<file path="config.mk">
export PLATFORM = sky130hd
export DESIGN_NAME = ieipc_top
export DESIGN_NICKNAME = d
export VERILOG_FILES = /design/src/verilog/ieipc_pkg.sv /design/src/verilog/ieipc_ms_tick.sv /design/src/verilog/ieipc_edge_unit.sv /design/src/verilog/ieipc_top.sv
export SDC_FILE = /design/constraint.sdc
export NUM_CORES = 1
export LEC_CHECK = 0
export BUFFER_PORTS_ARGS = -buffer_cell sky130_fd_sc_hd__buf_2
export CAP_MARGIN = 20
export CORE_MARGIN = 5
export CORE_UTILIZATION = 51
export DETAILED_ROUTE_END_ITERATION = 10
export PLACE_DENSITY = 0.68
export SYNTH_ARGS = -nofsm -noshare
export SYNTH_HDL_FRONTEND = slang
export SYNTH_SLANG_ARGS = --single-unit
</file>
<file path="constraint.sdc">
create_clock -name clock -period 2.6 [get_ports clock]
set_input_delay 0.13 -clock clock [delete_from_list [all_inputs] [get_ports clock]]
set_output_delay 0.13 -clock clock [all_outputs]
set_load 0.02 [all_outputs]
</file>
<file path="src/verilog/ieipc_pkg.sv">
// constants and register map of the input edge interrupt and pulse catch block
package ieipc_pkg;

    // sizes
    localparam int NUM_IRQ_IN = 6;
    localparam int NUM_FAST_IN = 8;
    localparam int NUM_ADAPTER_IN = 4;
    localparam int DELAY_W = 8;
    localparam int ADDR_W = 4;
    localparam int DATA_W = 32;
    localparam int AC_COUNT_W = 5;

    // clock and times
    localparam int CLOCK_HZ = 25_000_000;
    localparam int MS_TICK_US = 1000;
    localparam int MS_TICK_CYCLES = (CLOCK_HZ / 1_000_000) * MS_TICK_US;
    localparam int AC_RESPONSE_MS = 26;
    localparam int MIN_EDGE_HOLD_NS = 5000;
    localparam int MIN_EDGE_HOLD_CYCLES = (MIN_EDGE_HOLD_NS * (CLOCK_HZ / 1_000_000) + 999) / 1000;

    // register word offsets
    localparam logic [ADDR_W-1:0] OFF_IRQ_DISABLE = 4'h0;
    localparam logic [ADDR_W-1:0] OFF_IRQ_STATUS = 4'h1;
    localparam logic [ADDR_W-1:0] OFF_IRQ_MASK = 4'h2;
    localparam logic [ADDR_W-1:0] OFF_CATCH_FLAGS = 4'h3;
    localparam logic [ADDR_W-1:0] OFF_INPUT_LEVEL = 4'h4;
    localparam logic [ADDR_W-1:0] OFF_CONTROL = 4'h5;
    localparam logic [ADDR_W-1:0] OFF_PENDING_VECTOR = 4'h6;
    localparam logic [ADDR_W-1:0] OFF_DELAY_BASE = 4'h8;

    // field positions
    localparam int CTRL_ADAPTER_SEL_BIT = 0;
    localparam int VECTOR_VALID_BIT = 4;

    // reset values
    localparam logic [NUM_IRQ_IN-1:0] RESET_IRQ_DISABLE = 6'h00;
    localparam logic [2*NUM_IRQ_IN-1:0] RESET_IRQ_MASK = 12'h000;
    localparam logic [DELAY_W-1:0] RESET_DELAY_MS = 8'h00;

endpackage : ieipc_pkg

</file>
<file path="src/verilog/ieipc_ms_tick.sv">
// one millisecond tick generator for the interrupt delay and the ac input filter
module ieipc_ms_tick import ieipc_pkg::*; #(
    parameter int TICK_CYCLES = MS_TICK_CYCLES
) (
    // clock and reset
    input wire logic clock,
    input wire logic reset,
    // tick out
    output logic tick
);

    localparam logic [15:0] LAST_COUNT = 16'(TICK_CYCLES - 1);

    logic [15:0] count;
    logic [15:0] next_count;
    logic next_tick;

    always_comb begin
        next_count = count + 16'h0001;
        next_tick = 1'b0;
        if (count == LAST_COUNT) begin
            next_count = 16'h0000;
            next_tick = 1'b1;
        end
    end

    always_ff @(posedge clock) begin
        if (reset) begin
            count <= 16'h0000;
            tick <= 1'b0;
        end else begin
            count <= next_count;
            tick <= next_tick;
        end
    end
endmodule : ieipc_ms_tick

</file>
<file path="src/verilog/ieipc_edge_unit.sv">
// edge detection and delayed interrupt request for one interrupt input
module ieipc_edge_unit import ieipc_pkg::*; (
    // clock and reset
    input wire logic clock,
    input wire logic reset,
    // input and control
    input wire logic level,
    input wire logic enable,
    input wire logic tick,
    input wire logic [DELAY_W-1:0] delayMs,
    // requests
    output logic riseEvent,
    output logic fallEvent
);

    logic prevLevel;
    logic [DELAY_W-1:0] riseCount;
    logic [DELAY_W-1:0] fallCount;
    logic next_prevLevel;
    logic [DELAY_W-1:0] next_riseCount;
    logic [DELAY_W-1:0] next_fallCount;
    logic next_riseEvent;
    logic next_fallEvent;
    logic rise;
    logic fall;

    // one step of a delay countdown: returns {event, new count}
    function automatic logic [DELAY_W:0] delayStep(input logic en, input logic edgeSeen,
                                                   input logic [DELAY_W-1:0] cnt, input logic tk,
                                                   input logic [DELAY_W-1:0] dly);
        logic [DELAY_W:0] r;
        r = {1'b0, cnt};
        if (!en) begin
            r = '0;
        end else if (cnt != '0) begin
            if (tk) begin
                r = {(cnt == 8'h01), cnt - 8'h01};
            end
        end else if (edgeSeen) begin
            r = (dly == '0) ? {1'b1, 8'h00} : {1'b0, dly};
        end
        return r;
    endfunction : delayStep

    always_comb begin
        rise = level & ~prevLevel;
        fall = ~level & prevLevel;
        next_prevLevel = level;
        {next_riseEvent, next_riseCount} = delayStep(enable, rise, riseCount, tick, delayMs);
        {next_fallEvent, next_fallCount} = delayStep(enable, fall, fallCount, tick, delayMs);
    end

    always_ff @(posedge clock) begin
        if (reset) begin
            prevLevel <= 1'b0;
            riseCount <= '0;
            fallCount <= '0;
            riseEvent <= 1'b0;
            fallEvent <= 1'b0;
        end else begin
            prevLevel <= next_prevLevel;
            riseCount <= next_riseCount;
            fallCount <= next_fallCount;
            riseEvent <= next_riseEvent;
            fallEvent <= next_fallEvent;
        end
    end
endmodule : ieipc_edge_unit

</file>
<file path="src/verilog/ieipc_top.sv">
// input edge interrupts, interrupt delay and pulse catch flags with a plain register port
//
// The plain strobed port and the placing of the registers are this design's own decisions.
module ieipc_top import ieipc_pkg::*; #(
    parameter int TICK_CYCLES = MS_TICK_CYCLES,
    parameter bit AC_INPUT = 1'b0
) (
    // clock and reset
    input wire logic clock,
    input wire logic reset,
    // field inputs
    input wire logic [NUM_FAST_IN-1:0] fastInput,
    input wire logic [NUM_ADAPTER_IN-1:0] adapterInput,
    // register port
    input wire logic [ADDR_W-1:0] address,
    input wire logic [DATA_W-1:0] writeData,
    input wire logic writeStrobe,
    input wire logic readStrobe,
    output logic [DATA_W-1:0] readData,
    // interrupt
    output logic irq
);

    localparam int SYNC_W = NUM_FAST_IN + NUM_ADAPTER_IN;
    localparam int STAT_W = 2 * NUM_IRQ_IN;
    localparam logic [AC_COUNT_W-1:0] AC_LAST = AC_COUNT_W'(AC_RESPONSE_MS);

    // synchronisers
    logic [SYNC_W-1:0] syncFirst;
    logic [SYNC_W-1:0] syncSecond;
    logic [NUM_FAST_IN-1:0] rawLevel;
    logic [NUM_FAST_IN-1:0] level;

    // registers
    logic [NUM_IRQ_IN-1:0] irqDisable;
    logic [STAT_W-1:0] irqStatus;
    logic [STAT_W-1:0] irqMask;
    logic [NUM_FAST_IN-1:0] catchFlags;
    logic [NUM_FAST_IN-1:0] catchPrev;
    logic adapterSel;
    logic [DELAY_W-1:0] delayMs [NUM_IRQ_IN];
    logic [NUM_IRQ_IN-1:0] next_irqDisable;
    logic [STAT_W-1:0] next_irqStatus;
    logic [STAT_W-1:0] next_irqMask;
    logic [NUM_FAST_IN-1:0] next_catchFlags;
    logic [NUM_FAST_IN-1:0] next_catchPrev;
    logic next_adapterSel;
    logic [DELAY_W-1:0] next_delayMs [NUM_IRQ_IN];
    logic [DATA_W-1:0] next_readData;
    logic next_irq;

    // internal events
    logic tick;
    logic featureOn;
    logic [NUM_IRQ_IN-1:0] riseEv;
    logic [NUM_IRQ_IN-1:0] fallEv;
    logic [STAT_W-1:0] edgeEv;
    logic [NUM_FAST_IN-1:0] catchEv;
    logic [STAT_W-1:0] pendingBits;
    logic [4:0] pendingVector;

    // lowest pending request: {valid, vector}; even vector is falling, odd is rising
    function automatic logic [4:0] firstPending(input logic [STAT_W-1:0] bits);
        logic [4:0] r;
        r = 5'h00;
        for (int k = STAT_W - 1; k >= 0; k--) begin
            if (bits[k]) begin
                r = {1'b1, 4'(k)};
            end
        end
        return r;
    endfunction : firstPending

    // word write strobe for one offset
    function automatic logic writeHit(input logic ws, input logic [ADDR_W-1:0] a,
                                      input logic [ADDR_W-1:0] off);
        return ws && (a == off);
    endfunction : writeHit

    // two flip-flop synchronisers, sampled fast enough for the counter input rates
    always_ff @(posedge clock) begin
        if (reset) begin
            syncFirst <= '0;
            syncSecond <= '0;
        end else begin
            syncFirst <= {adapterInput, fastInput};
            syncSecond <= syncFirst;
        end
    end

    // adapter terminals stand in for main inputs 0 to 3 when selected
    always_comb begin
        rawLevel = syncSecond[NUM_FAST_IN-1:0];
        if (adapterSel) begin
            rawLevel[NUM_ADAPTER_IN-1:0] = syncSecond[SYNC_W-1:NUM_FAST_IN];
        end
    end

    assign featureOn = !AC_INPUT;

    ieipc_ms_tick #(
        .TICK_CYCLES(TICK_CYCLES)
    ) u_tick (
        .clock(clock),
        .reset(reset),
        .tick(tick)
    );

    // ac variant: a change shows only after it has stood for the response time
    generate
        if (AC_INPUT) begin : g_ac
            logic [AC_COUNT_W-1:0] acCount [NUM_FAST_IN];
            logic [AC_COUNT_W-1:0] next_acCount [NUM_FAST_IN];
            logic [NUM_FAST_IN-1:0] acLevel;
            logic [NUM_FAST_IN-1:0] next_acLevel;
            always_comb begin
                next_acLevel = acLevel;
                for (int k = 0; k < NUM_FAST_IN; k++) begin
                    next_acCount[k] = acCount[k];
                    if (rawLevel[k] == acLevel[k]) begin
                        next_acCount[k] = '0;
                    end else if (acCount[k] == AC_LAST) begin
                        next_acLevel[k] = rawLevel[k];
                        next_acCount[k] = '0;
                    end else if (tick) begin
                        next_acCount[k] = acCount[k] + 5'h01;
                    end
                end
            end
            always_ff @(posedge clock) begin
                if (reset) begin
                    acLevel <= '0;
                    for (int k = 0; k < NUM_FAST_IN; k++) begin
                        acCount[k] <= '0;
                    end
                end else begin
                    acLevel <= next_acLevel;
                    acCount <= next_acCount;
                end
            end
            assign level = acLevel;
            for (genvar j = 0; j < NUM_FAST_IN; j++) begin : g_ac_chk

            end
        end else begin : g_dc
            assign level = rawLevel;
        end
    endgenerate

    // one edge unit per interrupt input
    generate
        for (genvar i = 0; i < NUM_IRQ_IN; i++) begin : g_edge
            ieipc_edge_unit u_edge (
                .clock(clock),
                .reset(reset),
                .level(level[i]),
                .enable(featureOn && !irqDisable[i]),
                .tick(tick),
                .delayMs(delayMs[i]),
                .riseEvent(riseEv[i]),
                .fallEvent(fallEv[i])
            );
            assign edgeEv[2*i] = fallEv[i];
            assign edgeEv[2*i+1] = riseEv[i];
        end
    endgenerate

    // register file, sticky status and catch flags
    always_comb begin
        catchEv = level & ~catchPrev & {NUM_FAST_IN{featureOn}};
        next_catchPrev = level;
        next_irqDisable = irqDisable;
        next_irqMask = irqMask;
        next_adapterSel = adapterSel;
        next_delayMs = delayMs;
        next_irqStatus = irqStatus;
        next_catchFlags = catchFlags;
        if (writeHit(writeStrobe, address, OFF_IRQ_DISABLE)) begin
            next_irqDisable = writeData[NUM_IRQ_IN-1:0];
        end
        if (writeHit(writeStrobe, address, OFF_IRQ_MASK)) begin
            next_irqMask = writeData[STAT_W-1:0];
        end
        if (writeHit(writeStrobe, address, OFF_CONTROL)) begin
            next_adapterSel = writeData[CTRL_ADAPTER_SEL_BIT];
        end
        for (int k = 0; k < NUM_IRQ_IN; k++) begin
            if (writeHit(writeStrobe, address, OFF_DELAY_BASE + 4'(k))) begin
                next_delayMs[k] = writeData[DELAY_W-1:0];
            end
        end
        if (writeHit(writeStrobe, address, OFF_IRQ_STATUS)) begin
            next_irqStatus = irqStatus & ~writeData[STAT_W-1:0];
        end
        if (writeHit(writeStrobe, address, OFF_CATCH_FLAGS)) begin
            next_catchFlags = catchFlags & ~writeData[NUM_FAST_IN-1:0];
        end
        // a new event wins over a clear in the same cycle
        next_irqStatus = next_irqStatus | edgeEv;
        next_catchFlags = next_catchFlags | catchEv;
        next_irq = |(irqStatus & irqMask);
    end

    // read answer, one cycle after the strobe and zero otherwise
    always_comb begin
        pendingBits = irqStatus & irqMask;
        pendingVector = firstPending(pendingBits);
        next_readData = '0;
        if (readStrobe) begin
            if (address == OFF_IRQ_DISABLE) begin
                next_readData = DATA_W'(irqDisable);
            end else if (address == OFF_IRQ_STATUS) begin
                next_readData = DATA_W'(irqStatus);
            end else if (address == OFF_IRQ_MASK) begin
                next_readData = DATA_W'(irqMask);
            end else if (address == OFF_CATCH_FLAGS) begin
                next_readData = DATA_W'(catchFlags);
            end else if (address == OFF_INPUT_LEVEL) begin
                next_readData = DATA_W'(level);
            end else if (address == OFF_CONTROL) begin
                next_readData = DATA_W'(adapterSel);
            end else if (address == OFF_PENDING_VECTOR) begin
                next_readData = DATA_W'(pendingVector);
            end else begin
                for (int k = 0; k < NUM_IRQ_IN; k++) begin
                    if (address == OFF_DELAY_BASE + 4'(k)) begin
                        next_readData = DATA_W'(delayMs[k]);
                    end
                end
            end
        end
    end

    always_ff @(posedge clock) begin
        if (reset) begin
            irqDisable <= RESET_IRQ_DISABLE;
            irqMask <= RESET_IRQ_MASK;
            irqStatus <= '0;
            catchFlags <= '0;
            catchPrev <= '0;
            adapterSel <= 1'b0;
            for (int k = 0; k < NUM_IRQ_IN; k++) begin
                delayMs[k] <= RESET_DELAY_MS;
            end
            readData <= '0;
            irq <= 1'b0;
        end else begin
            irqDisable <= next_irqDisable;
            irqMask <= next_irqMask;
            irqStatus <= next_irqStatus;
            catchFlags <= next_catchFlags;
            catchPrev <= next_catchPrev;
            adapterSel <= next_adapterSel;
            delayMs <= next_delayMs;
            readData <= next_readData;
            irq <= next_irq;
        end
    end
endmodule : ieipc_top

</file>
# [After elaboration in Yosys (flattened, before gate mapping)]
# Cells that the tools add are included.
[op_classes] addsub=13 mul=0 n_div=0 order_cmp=0 eq_ne=37 shift=0 n_mux=71 n_bitwise=34 reduce_logical=65
[ops] operator="9-bit two-way mux" count=42
[ops] operator="12-bit two-way mux" count=11
[ops] operator="8-bit by 1-bit == test with 1-bit output, second input constant" count=12
[ops] operator="8-bit nonzero test" count=12
[ops] operator="8-bit by 1-bit subtractor with 8-bit output, second input constant" count=12
[ops] operator="5-bit two-way mux" count=12
[ops] operator="8-bit logical NOT" count=6
[ops] operator="12-bit AND" count=2
[ops] operator="4-bit == test, second input constant" count=6
[ops] operator="8-bit two-way mux" count=3
[ops] operator="2-bit != test, second input constant" count=12
[ops] operator="2-bit AND reduction" count=12
[ops] operator="2-bit nonzero test" count=12
[ops] operator="16-bit by 1-bit adder with 16-bit output, second input constant" count=1
[ops] operator="8-bit AND" count=2
[ops] operator="16-bit by 15-bit == test with 1-bit output, second input constant" count=1
[ops] operator="8-bit inverter" count=2
[ops] operator="2-bit OR reduction" count=8
[ops] operator="14-bit OR reduction" count=1
[ops] operator="1-bit inverter" count=13
[ops] operator="1-bit AND" count=12
[ops] operator="4-bit by 3-bit == test with 1-bit output, second input constant" count=3
[ops] operator="12-bit inverter" count=1
[ops] operator="12-bit bitwise OR" count=1
[ops] operator="10 further kinds" count=21
[totals] reg_bits=283 latchBits=0 ram_bits=0 rom_bits=0 inputBits=52 out_inout_bits=33 elab_cells=270 n_memories=0

# [Logic depth before layout (Yosys ltp)]
# Gate-level depths: netlist (run 1).
[depth] word_depth=20 mapped_depth=8

# [Modules after synthesis]
# From an unflattened synthesis (run 1), not the netlist that was laid out.
[unflattened] hier_cells=1536 hier_area_um2=13405.4
[modules_own_cells] module="ieipc_edge_unit" n_inst=6 cells_per_inst=133 area_each_um2=1134.8 seq_area_each_um2=380.4
[modules_own_cells] module="ieipc_top" n_inst=1 cells_per_inst=654 area_each_um2=5828.1 seq_area_each_um2=2642.5
[modules_own_cells] module="ieipc_ms_tick" n_inst=1 cells_per_inst=84 area_each_um2=768.2 seq_area_each_um2=340.3

# [Least setup slack after synthesis (run 1)]
# Ideal clock, no wire load.
[synth_timing] path_kind="reg-to-reg" start="reg g_edge[4].u_edge.fallCount[0]" end="reg g_edge[4].u_edge.fallCount[0]" setup_ps=128 t_arrival_ps=1839 required_ps=2472 slack_ps=634 path_stages_with_launch=9 n_path_buf=1 path_cell_list="dfxtp_1 > inv_1 > ha_1 > or3b_1 > clkbuf_2 > nor4b_4 > nor2b_2 > a221oi_1 > nor2_1"
[synth_via] elab_chain_cells=3
[synth_lines] element="from (decl)" line="ieipc_edge_unit.sv:18" source="logic [DELAY_W-1:0] fallCount;"
[synth_lines] element="from (signal assigned)" line="ieipc_edge_unit.sv:63" source="fallCount <= next_fallCount;"
[synth_lines] element="8-bit by 1-bit subtractor with 8-bit output or 8-bit nonzero test (tied branches)" line="ieipc_edge_unit.sv:37, ieipc_edge_unit.sv:35"
[synth_lines] element="9-bit two-way mux, or another cell as far along" line="ieipc_edge_unit.sv:36" source="if (tk) begin"
[synth_lines] element="9-bit two-way mux or 2-bit AND reduction (tied branches)"
# Parallel ways exist; a longest one is shown, timed or not. The select of a mux whose other input is x is not followed.
# A chain may end at the register's enable or synchronous reset.

# [Worst setup path after layout (run 1)]
[layout_timing] start="reg g_edge[0].u_edge.riseCount[1]" end="reg g_edge[0].u_edge.riseCount[1]"
[layout_via] elab_chain_cells=3
[layout_lines] element="from (decl)" line="ieipc_edge_unit.sv:17" source="logic [DELAY_W-1:0] riseCount;"
[layout_lines] element="from (signal assigned)" line="ieipc_edge_unit.sv:62" source="riseCount <= next_riseCount;"
[layout_lines] element="8-bit by 1-bit subtractor with 8-bit output or 8-bit nonzero test (tied branches)" line="ieipc_edge_unit.sv:37, ieipc_edge_unit.sv:35"
[layout_lines] element="9-bit two-way mux, or another cell as far along" line="ieipc_edge_unit.sv:36"
[layout_lines] element="9-bit two-way mux or 2-bit AND reduction (tied branches)"
# Parallel ways exist; a longest one is shown, timed or not. The select of a mux whose other input is x is not followed.

==> impl_results.md, run 1 <==
- Critical path required time: 3.02 ns
- Number of global-route vias before repair: 10.5k
- Post-synth EDFFs: 0
- Final hold violations: 0
- Reg power frac: 46.5%
- Vias per cell: 5.88
- P per Cell Area: 607 nW/um2
- Hold Crit Class: input pin to flip-flop
- Worst skew pair latency: 0.55 ns
- Core box area: 24300 um2
- Num Clock Sinks: 257
- GR Overflow Total: 0
- Min cycle time layout: 2.20 ns
- Top Layer Used: met5
- Netlist cell types: 81
- Static leakage: 5.21 nW
- Wire length of the first global-routing pass: 56.0 mm
- Mapped Area: 12600 um2
- Post-CTS Hold Buffers: 25
- Layout Skew: 0.0178 ns
- CP startpoint: g_edge[0].u_edge.riseCount[1]
- Die Span Y: 167 um
- Non-Filler Instances: 1930
- Startpoint Class: flip-flop
- IR drop worst, VDD: 0.595 mV
- Worst endpoint data arrival time: 2.62 ns
- Initial Utilization: 51.9%
- Achievable Freq: 456 MHz
- Full die area: 28000 um2
- Share of layout cells above drive strength 1: 11.1%
- Pint: 6.65 mW
- IO buf count: 44
- Setup_tns: 0 ns
- Unrepaired setup endpoints after global routing: no
- Num rows: 57
- Switching Share: 23.7%
- Final HPWL DP: 24.2 mm
- CP Class: flip-flop to flip-flop
- Nets: 1662
- Worst-path fanout max: 10
- Total power draw: 8.72 mW
- Post-cts resize count: 0
- Seq cells post-synth: 257
- Comb power frac: 6.2%
- Drt total wl: 35.1 mm
- Most common cell after layout, fill and taps aside: dfxtp_1
- CTS tree: done
- Area Overhead vs Synth: 13.7%
- Switching pwr: 2.06 mW
- Seq/Total Area, Yosys: 40.8%
- Root Buffer: clkbuf_16
- I/O pin count: 85
- Setup Buffers After CTS: 0
- Post-Route M1 WL: 15.5 mm
- Max cap viols: 0
- Clock Path Buffers: 3
- Clock group share of total power: 47.3%
- Routed len/inst: 18.2 um
- Final setup fails: 0
- Syn Inst Count: 1529
- Largest net degree at the start of global routing: 37
- Inst Count DP: 1854
- Most frequent cells in the layout: dfxtp_1 (256), nor2_1 (194), nand2_1 (185), a21oi_1 (149), mux2i_1 (54)
- Slew Viols, Final: 0
- Synth async-reset ratio: 0%
- All-Layer GR Usage: 24.0%
- Die W: 167 um
- Met2 Routed Length: 15.8 mm
- Post-route ant nets: 0
- Met3 wire length: 2.69 mm
- Drt drc: 0
- Vias: 11.3k
- GP Congestion: 0.995
- Syn_area_per_cell: 8.26 um2
- DRT iter0 DRCs: 1067
- Initial antenna violation count: 1
- Top_reg_cell synth: dfxtp_1
- Worst-path clk slew: 0.06 ns
- CTS buffer count: 28
- YS warnings: 0
- 1st-pass router iterations: 6
- Min-delay src: writeStrobe
- RR Startpoint: g_edge[0].u_edge.riseCount[1]
- Status: completed
- Setup crit end kind: flip-flop
- Final period util: 84.4%
- H-tree depth: 1
- Max-slew headroom: 46.1%
- Worst Tran Pin Value: 0.807 ns
- Hold slack final: 0.0259 ns
- Number of antenna repair diodes: 0
## sequential cells by signal, indices dropped and copies added, names as in the netlist, 8 cells and up
| name | flops |
|---|---|
| syncFirst | 12 |
| irqStatus | 12 |
| u_tick.count | 16 |
| delayMs | 48 |
| readData | 12 |
| g_edge.u_edge.fallCount | 48 |
| g_edge.u_edge.riseCount | 48 |
| syncSecond | 12 |
| catchFlags | 8 |
| catchPrev | 8 |
| irqMask | 12 |
## cells in the mapped netlist, drive strengths merged (24+ instances only)
cell type  count  area share [%]
nor4          24             1.6
nand2        185             5.5
a221oi        28             1.9
nand3         38             1.5
nor2b         51             2.6
ha            25             2.5
dfxtp        257              41
nor2         195             5.8
mux2i         54             4.3
a21oi        149             5.9
nor3          46             2.1
clkbuf        53             1.6
buf           48             2.3
inv           43             1.3
o21ai         47             1.9
## worst paths after layout
check                                                      to  slack (ns)  cells after the start
worst max-delay path            g_edge[0].u_edge.riseCount[1]        0.40                      7
worst min-delay path                            irqDisable[5]        0.03                      3
worst max register to register  g_edge[0].u_edge.riseCount[1]        0.40                      7
worst min register to register                  syncSecond[5]        0.43                      1
## cell families (layout without fill, tap and decap cells)
kind of cell | count (synthesis) | after routing | share of synthesized area, %
flip-flops | 257 | 257 | 40.8
adder cells (fa/ha/maj) | 25 | 25 | 2.48
XOR/XNOR | 37 | 37 | 2.57
multiplexers | 62 | 62 | 5.35
buffers and inverters | 145 | 203 | 5.18
AND/OR/NAND/NOR | 668 | 668 | 26.9
other | 1 | 20 | 0.0297
AO/OA/AOI/OAI | 334 | 334 | 16.7
## power by group through the flow
stage / Combinational (mW) / Clock (mW) / Sequential [mW]
global placement: 0.491 / 0 / 4.14
CTS: 0.527 / 4.20 / 4.05
global route: 0.579 / 4.38 / 4.06
detailed placement: 0.497 / 0 / 4.14
floorplan: 0.365 / 0 / 4.12
finish: 0.537 / 4.12 / 4.06
## stage by stage
step	area (um2)	utilization [%]	setup WS, ns
2_1_floorplan	12700	-	0.634
3_3_place_gp	13100	54.0	0.470
3_5_place_dp	13100	54.0	0.433
4_1_cts	14400	59.0	0.423
5_1_grt	14400	59.0	0.199
6_report	14400	59.0	0.405
## layer usage
layer  vias up  global-route usage [%]
met4         2                    6.95
li1       5514                       -
met3        86                    3.91
met1      5318                    33.8
met5         -                       0
met2       428                    38.2
## cell type report
| type | count | area, um2 |
|---|---|---|
| fillers | 2193 | 9970 |
| multi-input cells | 1146 | 6900 |
| flip-flops and latches | 257 | 5150 |
| repair buffers | 108 | 766 |
| clock buffers | 33 | 749 |
| well taps | 324 | 405 |
| clock inverters | 18 | 225 |
| inverters | 44 | 165 |
## critical path, cell delays in order (launching register included)
cell	delay [ns]
dfxtp_1	0.31
inv_1	0.09
ha_1	0.36
or3b_1	0.43
nor4b_4	0.50
nor3_1	0.10
a221oi_1	0.22
nor2_1	0.06
Power figures use the tool's default switching activity.
==> run 2, diff against run 1 <==
--- a/config.mk
+++ b/config.mk
@@ -5,6 +5,7 @@
 export SDC_FILE = /design/constraint.sdc
 export NUM_CORES = 1
 export LEC_CHECK = 0
+export ABC_AREA = 1
 export BUFFER_PORTS_ARGS = -buffer_cell sky130_fd_sc_hd__buf_2
 export CAP_MARGIN = 20
 export CORE_MARGIN = 5
==> constraint.sdc (replaced) <==
create_clock -name clock -period 2.3 [get_ports clock]
set_input_delay 0.115 -clock clock [delete_from_list [all_inputs] [get_ports clock]]
set_output_delay 0.115 -clock clock [all_outputs]
set_load 0.02 [all_outputs]
==> run 2 against run 1 <==
Effect of this change:
- synthesized cell count up 16%
- global-route usage down 0.54 points
- critical path depth up 5
- non-clock buffer count down 26
- highest routed layer is now met4
==> impl_results.md, run 2 <==
- Status: completed
- Static leakage: 6.11 nW (+17%)
- Initial Utilization: 51.5% (-0.41 points)
- Area of the multi-input gates: 5970 um2 (-13%)
- Core box area: 24200 um2 (-0.29%)
- Synth async-reset ratio: 0% (unchanged)
- Post-synth EDFFs: 0 (unchanged)
- Seq/Total Area, Yosys: 41.2% (+0.45 points)
- Nets: 1928 (+16%)
- CP Class: flip-flop to flip-flop
- Worst Tran Pin Value: 0.570 ns (-0.237 ns)
- Ranking of synthesized cells by area: dfxtp_1 (41%), nand2_1 (9.4%), inv_1 (8.7%)
- Critical path required time: 2.74 ns (-0.28 ns)
- Adder-Cell Fraction of Synth Area: 2.51% (+0.027 points)
- Worst-path fanout max: 7 (-3)
- Hold Crit Class: input pin to flip-flop
- Drt drc: 0 (unchanged)
- FF/Latch Area: 5140 um2 (about the same)
- Post-cts resize count: 0 (unchanged)
- Share of layout cells above drive strength 1: 9.45% (-1.6 points)
- Setup_tns: 0 ns (unchanged)
- Layout Skew: 0.0145 ns (-0.00337 ns)
- CTS tree: done
- Switching pwr: 2.42 mW (+17%)
- Worst endpoint data arrival time: 2.41 ns (-0.21 ns)
- Setup crit end kind: flip-flop
- Seq cells post-synth: 257 (unchanged)
- Clock group share of total power: 50.0% (+2.7 points)
- Clock Path Buffers: 3 (unchanged)
- Routed len/inst: 15.5 um (-15%)
- Reg power frac: 44.3% (-2.2 points)
- All-Layer GR Usage: 23.5% (-0.54 points)
- Final hold violations: 0 (unchanged)
- Final period util: 85.8% (+1.4 points)
- Synth Area in Compound Gates: 19.5% (+2.7 points)
- Post-synth top area share: 41.2% (+0.45 points)
- Max cap viols: 0 (unchanged)
- Final setup fails: 0 (unchanged)
- Max-slew headroom: 62.0% (+16 points)
- Largest net degree at the start of global routing: 67 (+81%)
- Syn Inst Count: 1773 (+16%)
- Vias: 11.7k (+2.9%)
- Largest family of logic cells by synthesized area: simple AND/OR/NAND/NOR gates
- IR drop worst, VDD: 0.679 mV (+14%)
- CTS buffer count: 29 (+3.6%)
- GR Overflow Total: 0 (unchanged)
- Mux contribution to synthesized area: 0% (-5.4 points)
- IO buf count: 44 (unchanged)
- GP Congestion: 0.949 (-4.7%)
- Final HPWL DP: 24.4 mm (+1.0%)
- Root Buffer: clkbuf_16
- Unrepaired setup endpoints after global routing: no
- Synth Area in XOR/XNOR: 1.75% (-0.81 points)
- Setup Buffers After CTS: 0 (unchanged)
- Initial antenna violation count: 0 (-1)
- Switching Share: 23.4% (-0.26 points)
- Most frequent cells in the layout: nand2_1 (313), inv_1 (289), dfxtp_1 (257), nor2_1 (186), a21oi_1 (185)
- Post-CTS Hold Buffers: 19 (-24%)
- Most common cell after layout, fill and taps aside: nand2_1
- Area Overhead vs Synth: 14.6%
- YS warnings: 0 (unchanged)
- Top_reg_cell synth: dfxtp_1
- Die Span Y: 166 um (-0.51%)
- Drt total wl: 34.0 mm (-3.2%)
- 1st-pass router iterations: 5 (-1)
- Post-Route M1 WL: 15.4 mm (-0.75%)
- Min cycle time layout: 1.97 ns (-0.221 ns)
- Met2 Routed Length: 15.1 mm (-4.4%)
- Simple-Gate Fraction of Synth Area: 23.4% (-3.5 points)
- Fillers: 2276 (+3.8%)
- Netlist cell types: 54 (-33%)
- Die W: 166 um (-0.51%)
- Full die area: 27700 um2 (-1.0%)
- Achievable Freq: 507 MHz (+11%)
- Top Layer Used: met4
- Top cells by count, synth: nand2_1 (313), inv_1 (289), dfxtp_1 (257)
- Dominant cell type by area after synthesis: dfxtp_1
- Num Clock Sinks: 257 (unchanged)
- Vias per cell: 5.31 (-9.6%)
- Met3 wire length: 2.25 mm (-16%)
- Startpoint Class: flip-flop
- H-tree depth: 1 (unchanged)
- DRT iter0 DRCs: 1070 (+0.28%)
- Post-route ant nets: 0 (unchanged)
- Final core occ: 59.0% (about the same)
- Num rows: 57 (unchanged)
- Wire length of the first global-routing pass: 54.7 mm (-2.4%)
- Pint: 7.92 mW (+19%)
- Most numerous cell in the Yosys netlist: nand2_1
- Worst-path clk slew: 0.06 ns (about the same)
- P per Cell Area: 723 nW/um2 (+19%)
- Syn_area_per_cell: 7.04 um2 (-15%)
- Mapped Area: 12500 um2 (-1.1%)
- Slew Viols, Final: 0 (unchanged)
- Worst skew pair latency: 0.55 ns (about the same)
- Biggest regs: delayMs: 48 flops, g_edge.u_edge.fallCount: 48 flops, g_edge.u_edge.riseCount: 48 flops
- I/O pin count: 85 (unchanged)
- Number of global-route vias before repair: 10.8k (+2.9%)
- Comb power frac: 5.7% (-0.5 points)
run 2: cell count changes after synthesis, moves of 19 or more:
cell	previous run	this run
o21ai_0	47	146
nor3_1	42	21
xnor2_1	20	1
nand2_1	185	313
nand4_1	18	39
nor2b_1	49	0
clkbuf_1	51	25
a21oi_1	149	185
mux2i_1	54	0
inv_1	43	289
a221oi_1	28	2
o22ai_1	4	24
run 2: cell type report:
| type | count | area share [%] |
|---|---|---|
| clock buffer | 29 | 5.07 |
| multi-input combinational | 1174 | 41.7 |
| clock inverter | 24 | 2.45 |
| timing repair buffer | 82 | 3.95 |
| tap | 324 | 2.83 |
| antenna | 1 | 0.0175 |
| inverter | 307 | 8.07 |
| sequential | 257 | 35.9 |
run 2: layer usage:
metal | vias up | GRT usage, %
met3 | 85 | 3.60
met1 | 5311 | 32.0
li1 | 5911 | -
met4 | 0 | 8.43
met2 | 374 | 38.0
met5 | - | 0
run 2: stage by stage:
stage	std cells	worst slack (ns)	hold WS, ns	power [mW]	cell area, um2
5_1_grt	2197	0.0942	0.00834	10.7	14300
3_5_place_dp	2125	0.345	0.323	5.23	13000
6_report	2198	0.326	0.0247	10.3	14300
4_1_cts	2197	0.331	0.00710	10.4	14300
2_1_floorplan	1792	0.514	0.222	5.05	12600
3_3_place_gp	2125	0.384	0.314	5.23	13000
run 2: critical path, cell delays in order, from the launching register on:
cell,delay (ns)
dfxtp_1,0.36
inv_1,0.09
ha_1,0.22
nand2_2,0.09
nor2_1,0.06
inv_2,0.07
nor3_4,0.05
nor2_4,0.16
inv_2,0.08
or3_1,0.34
o21a_1,0.18
o21ai_1,0.11
inv_1,0.05
run 2: path summary, 6_finish.rpt:
path	cells past startpoint	slack, ns	start	end
max	12	0.33	g_edge[2].u_edge.riseCount[0]	g_edge[2].u_edge.riseCount[5]
min	3	0.02	writeData[3]	irqDisable[3]
max reg2reg	12	0.33	g_edge[2].u_edge.riseCount[0]	g_edge[2].u_edge.riseCount[5]
min reg2reg	2	0.40	syncFirst[2]	syncSecond[2]
run 2: power by group through the flow:
| stage | clock network, mW | logic (mW) | registers (mW) |
|---|---|---|---|
| 2_1_floorplan | 0 | 0.385 | 4.67 |
| 3_3_place_gp | 0 | 0.544 | 4.68 |
| 3_5_place_dp | 0 | 0.549 | 4.68 |
| 4_1_cts | 5.24 | 0.577 | 4.59 |
| 5_1_grt | 5.45 | 0.646 | 4.59 |
| 6_report | 5.17 | 0.587 | 4.59 |
run 2: cell families (layout without fill, tap and decap cells):
group | count (synthesis) | after routing
DFF | 257 | 257
xor gates and xnor gates | 25 | 25
and+or+nand+nor | 663 | 663
adders and majority gates | 25 | 25
other | 1 | 21
buffers and inverters | 361 | 442
AOI/OAI and AO/OA | 441 | 441
==> run 3, diff against run 2 <==
--- a/config.mk
+++ b/config.mk
@@ -5,13 +5,12 @@
 export SDC_FILE = /design/constraint.sdc
 export NUM_CORES = 1
 export LEC_CHECK = 0
-export ABC_AREA = 1
 export BUFFER_PORTS_ARGS = -buffer_cell sky130_fd_sc_hd__buf_2
 export CAP_MARGIN = 20
 export CORE_MARGIN = 5
-export CORE_UTILIZATION = 51
+export CORE_UTILIZATION = 61
 export DETAILED_ROUTE_END_ITERATION = 10
-export PLACE_DENSITY = 0.68
+export PLACE_DENSITY = 0.79
 export SYNTH_ARGS = -nofsm -noshare
 export SYNTH_HDL_FRONTEND = slang
 export SYNTH_SLANG_ARGS = --single-unit
==> run 3 against run 2 <==
Effect of this change:
- global-route usage up 5.0 points
- final area up 0.43%
- register-to-register slack worse by 0.13 ns
- clock power down 10%
- flip-flop and latch count unchanged
- count of clock-buffer cells in the layout up 6
- first-iteration DRC count up 14%
- die area down 15%
- power down 5.0%
- combinational power up 6.3%
- fmax down 6.3%
- critical path type unchanged
- highest routed layer is now met5
==> impl_results.md, run 3 (synthesized netlist as in run 1, its figures left out) <==
- Status: completed
- P per Cell Area: 684 nW/um2 (-5.4%)
- Min-delay src: writeData[0]
- All-Layer GR Usage: 28.4% (+5.0 points)
- Static leakage: 5.28 nW (-14%)
- Most frequent cells in the layout: dfxtp_1 (256), nor2_1 (194), nand2_1 (185), a21oi_1 (149), mux2i_1 (54)
- Max cap viols: 0 (unchanged)
- Slew Viols, Final: 0 (unchanged)
- Biggest regs: delayMs: 48 flops, g_edge.u_edge.fallCount: 48 flops, g_edge.u_edge.riseCount: 48 flops
- Layout Skew: 0.0108 ns (-0.00371 ns)
- Unrepaired setup endpoints after global routing: no
- I/O pin count: 85 (unchanged)
- RR Startpoint: u_tick.tick
- Final period util: 91.6% (+5.8 points)
- Initial antenna violation count: 2 (+2)
- Critical path cell sequence: inv_1 -> buf_4 -> a31oi_1 -> nor3_1 -> a221oi_1 -> nor2_1
- R2R setup slack: 0.19 ns (-0.13 ns)
- GP Congestion: 1.03 (+8.2%)
- CTS buffer count: 27 (-6.9%)
- Worst r2r path cells: 6 (-6)
- Min cycle time layout: 2.11 ns (+0.133 ns)
- Core box area: 20300 um2 (-16%)
- Worst-path fanout max: 16 (+9)
- Worst hold endpoint: irqMask[0]
- Num Clock Sinks: 257 (unchanged)
- Hold Crit Class: input pin to flip-flop
- IR drop worst, VDD: 0.789 mV (+16%)
- Wire length of the first global-routing pass: 56.0 mm (+2.4%)
- FF/Latch Area: 5150 um2 (about the same)
- Num rows: 52 (-8.8%)
- Largest net degree at the start of global routing: 38 (-43%)
- Die W: 154 um (-7.6%)
- Worst-path clk slew: 0.06 ns (about the same)
- Startpoint Class: flip-flop
- Achievable Freq: 475 MHz (-6.3%)
- Vias per cell: 6.15 (+16%)
- CTS tree: done
- Full die area: 23700 um2 (-15%)
- Setup crit end kind: flip-flop
- RR Endpoint: g_edge[0].u_edge.riseCount[1]
- Final core occ: 70.8% (+12 points)
- Max-slew headroom: 57.2% (-4.8 points)
- IO buf count: 44 (unchanged)
- Worst endpoint data arrival time: 2.51 ns (+0.10 ns)
- DRT iter0 DRCs: 1217 (+14%)
- Number of global-route vias before repair: 10.9k (+0.43%)
- Setup_tns: 0 ns (unchanged)
- CP Class: flip-flop to flip-flop
- Setup Buffers After CTS: 0 (unchanged)
- Clock Path Buffers: 3 (unchanged)
- Final HPWL DP: 24.3 mm (-0.75%)
- Post-route ant nets: 0 (unchanged)
- Final hold violations: 0 (unchanged)
- Most common cell after layout, fill and taps aside: dfxtp_1
- Routed len/inst: 18.4 um (+19%)
- Initial Utilization: 62.2% (+11 points)
- Share of layout cells above drive strength 1: 11.5% (+2.1 points)
- Nets: 1673 (-13%)
- 1st-pass router iterations: 8 (+3)
- Worst Tran Pin Value: 0.625 ns (+0.0548 ns)
- Hold path depth: 3 (unchanged)
- GR Overflow Total: 0 (unchanged)
- Drt total wl: 34.8 mm (+2.3%)
- Critical path required time: 2.70 ns (-0.04 ns)
- Final setup fails: 0 (unchanged)
- Die Span Y: 154 um (-7.6%)
- Slowest CP cell: dfxtp_2
- Worst skew pair latency: 0.53 ns (-0.02 ns)
- Area of the multi-input gates: 6910 um2 (+16%)
- Fillers: 1629 (-28%)
- Root Buffer: clkbuf_16
- Area Overhead vs Synth: 13.9%
- CP max stage delay: 0.58 ns (+0.22 ns)
- Drt drc: 0 (unchanged)
- Vias: 11.6k (-0.67%)
- H-tree depth: 1 (unchanged)
==> run 3: worst max-delay path, delay by kind of cell (launching register included) <==
family / cells / cell delay (ns)
buf+inv: 2 / 0.71
flops: 1 / 0.58
compound gates: 2 / 0.54
simple gates: 2 / 0.15
==> run 3: area by class of cell <==
type,instances,area share [%]
Clock buffer,35,5.19
Multi-Input combinational cell,1146,48.0
Timing Repair Buffer,120,6.04
Tap cell,270,2.35
Inverter,44,1.15
Clock inverter,14,1.43
Antenna cell,1,0.0174
Sequential cell,257,35.8
==> run 3: power by group <==
group	switching (mW)	leakage, nW	internal [mW]	total (mW)
registers	0.0613	2.08	4.52	4.58
logic	0.405	2.74	0.219	0.624
clock network	1.79	0.457	2.84	4.63
total	2.25	5.28	7.58	9.83
==> run 3: per-stage QoR <==
stage | hold slack (ns) | instances | worst slack, ns | cell area, um2 | total power, mW
final | 0.0192 | 1887 | 0.193 | 14400 | 9.83
after global routing | 0.0178 | 1887 | 0.0373 | 14400 | 10.1
after CTS | 0.000961 | 1885 | 0.187 | 14400 | 9.86
after detailed placement | 0.329 | 1812 | 0.214 | 13200 | 5.25
after global placement | 0.320 | 1812 | 0.264 | 13200 | 5.24
after floorplan | 0.243 | 1548 | 0.334 | 12700 | 5.07
==> run 3: how the worst max path moves through the flow <==
stage                                  start  cells after the start  slack, ns                       endpoint
2_1_floorplan  g_edge[4].u_edge.fallCount[0]                      8       0.33  g_edge[4].u_edge.fallCount[0]
3_3_place_gp                     u_tick.tick                      5       0.26  g_edge[1].u_edge.riseCount[3]
3_5_place_dp   g_edge[1].u_edge.riseCount[0]                      7       0.21  g_edge[1].u_edge.riseCount[1]
4_1_cts        g_edge[1].u_edge.riseCount[0]                      7       0.19  g_edge[1].u_edge.riseCount[1]
5_1_grt                          u_tick.tick                      6       0.04  g_edge[0].u_edge.riseCount[1]
6_report                         u_tick.tick                      6       0.19  g_edge[0].u_edge.riseCount[1]
==> run 3: repair_timing <==
item | 4_1_cts | 5_1_grt
gates resized for setup | 0 | 1
hold endpoints to repair | 49 | 1
hold buffers | 24 | 1
endpoints found under the setup margin | 0 | 2
==> run 3: metal layers <==
| metal | routed length (um) | GRT usage (%) |
|---|---|---|
| met5 | 7 | 0 |
| met4 | 1380 | 10.1 |
| met3 | 3070 | 4.81 |
| met2 | 15500 | 44.9 |
| met1 | 14800 | 39.4 |
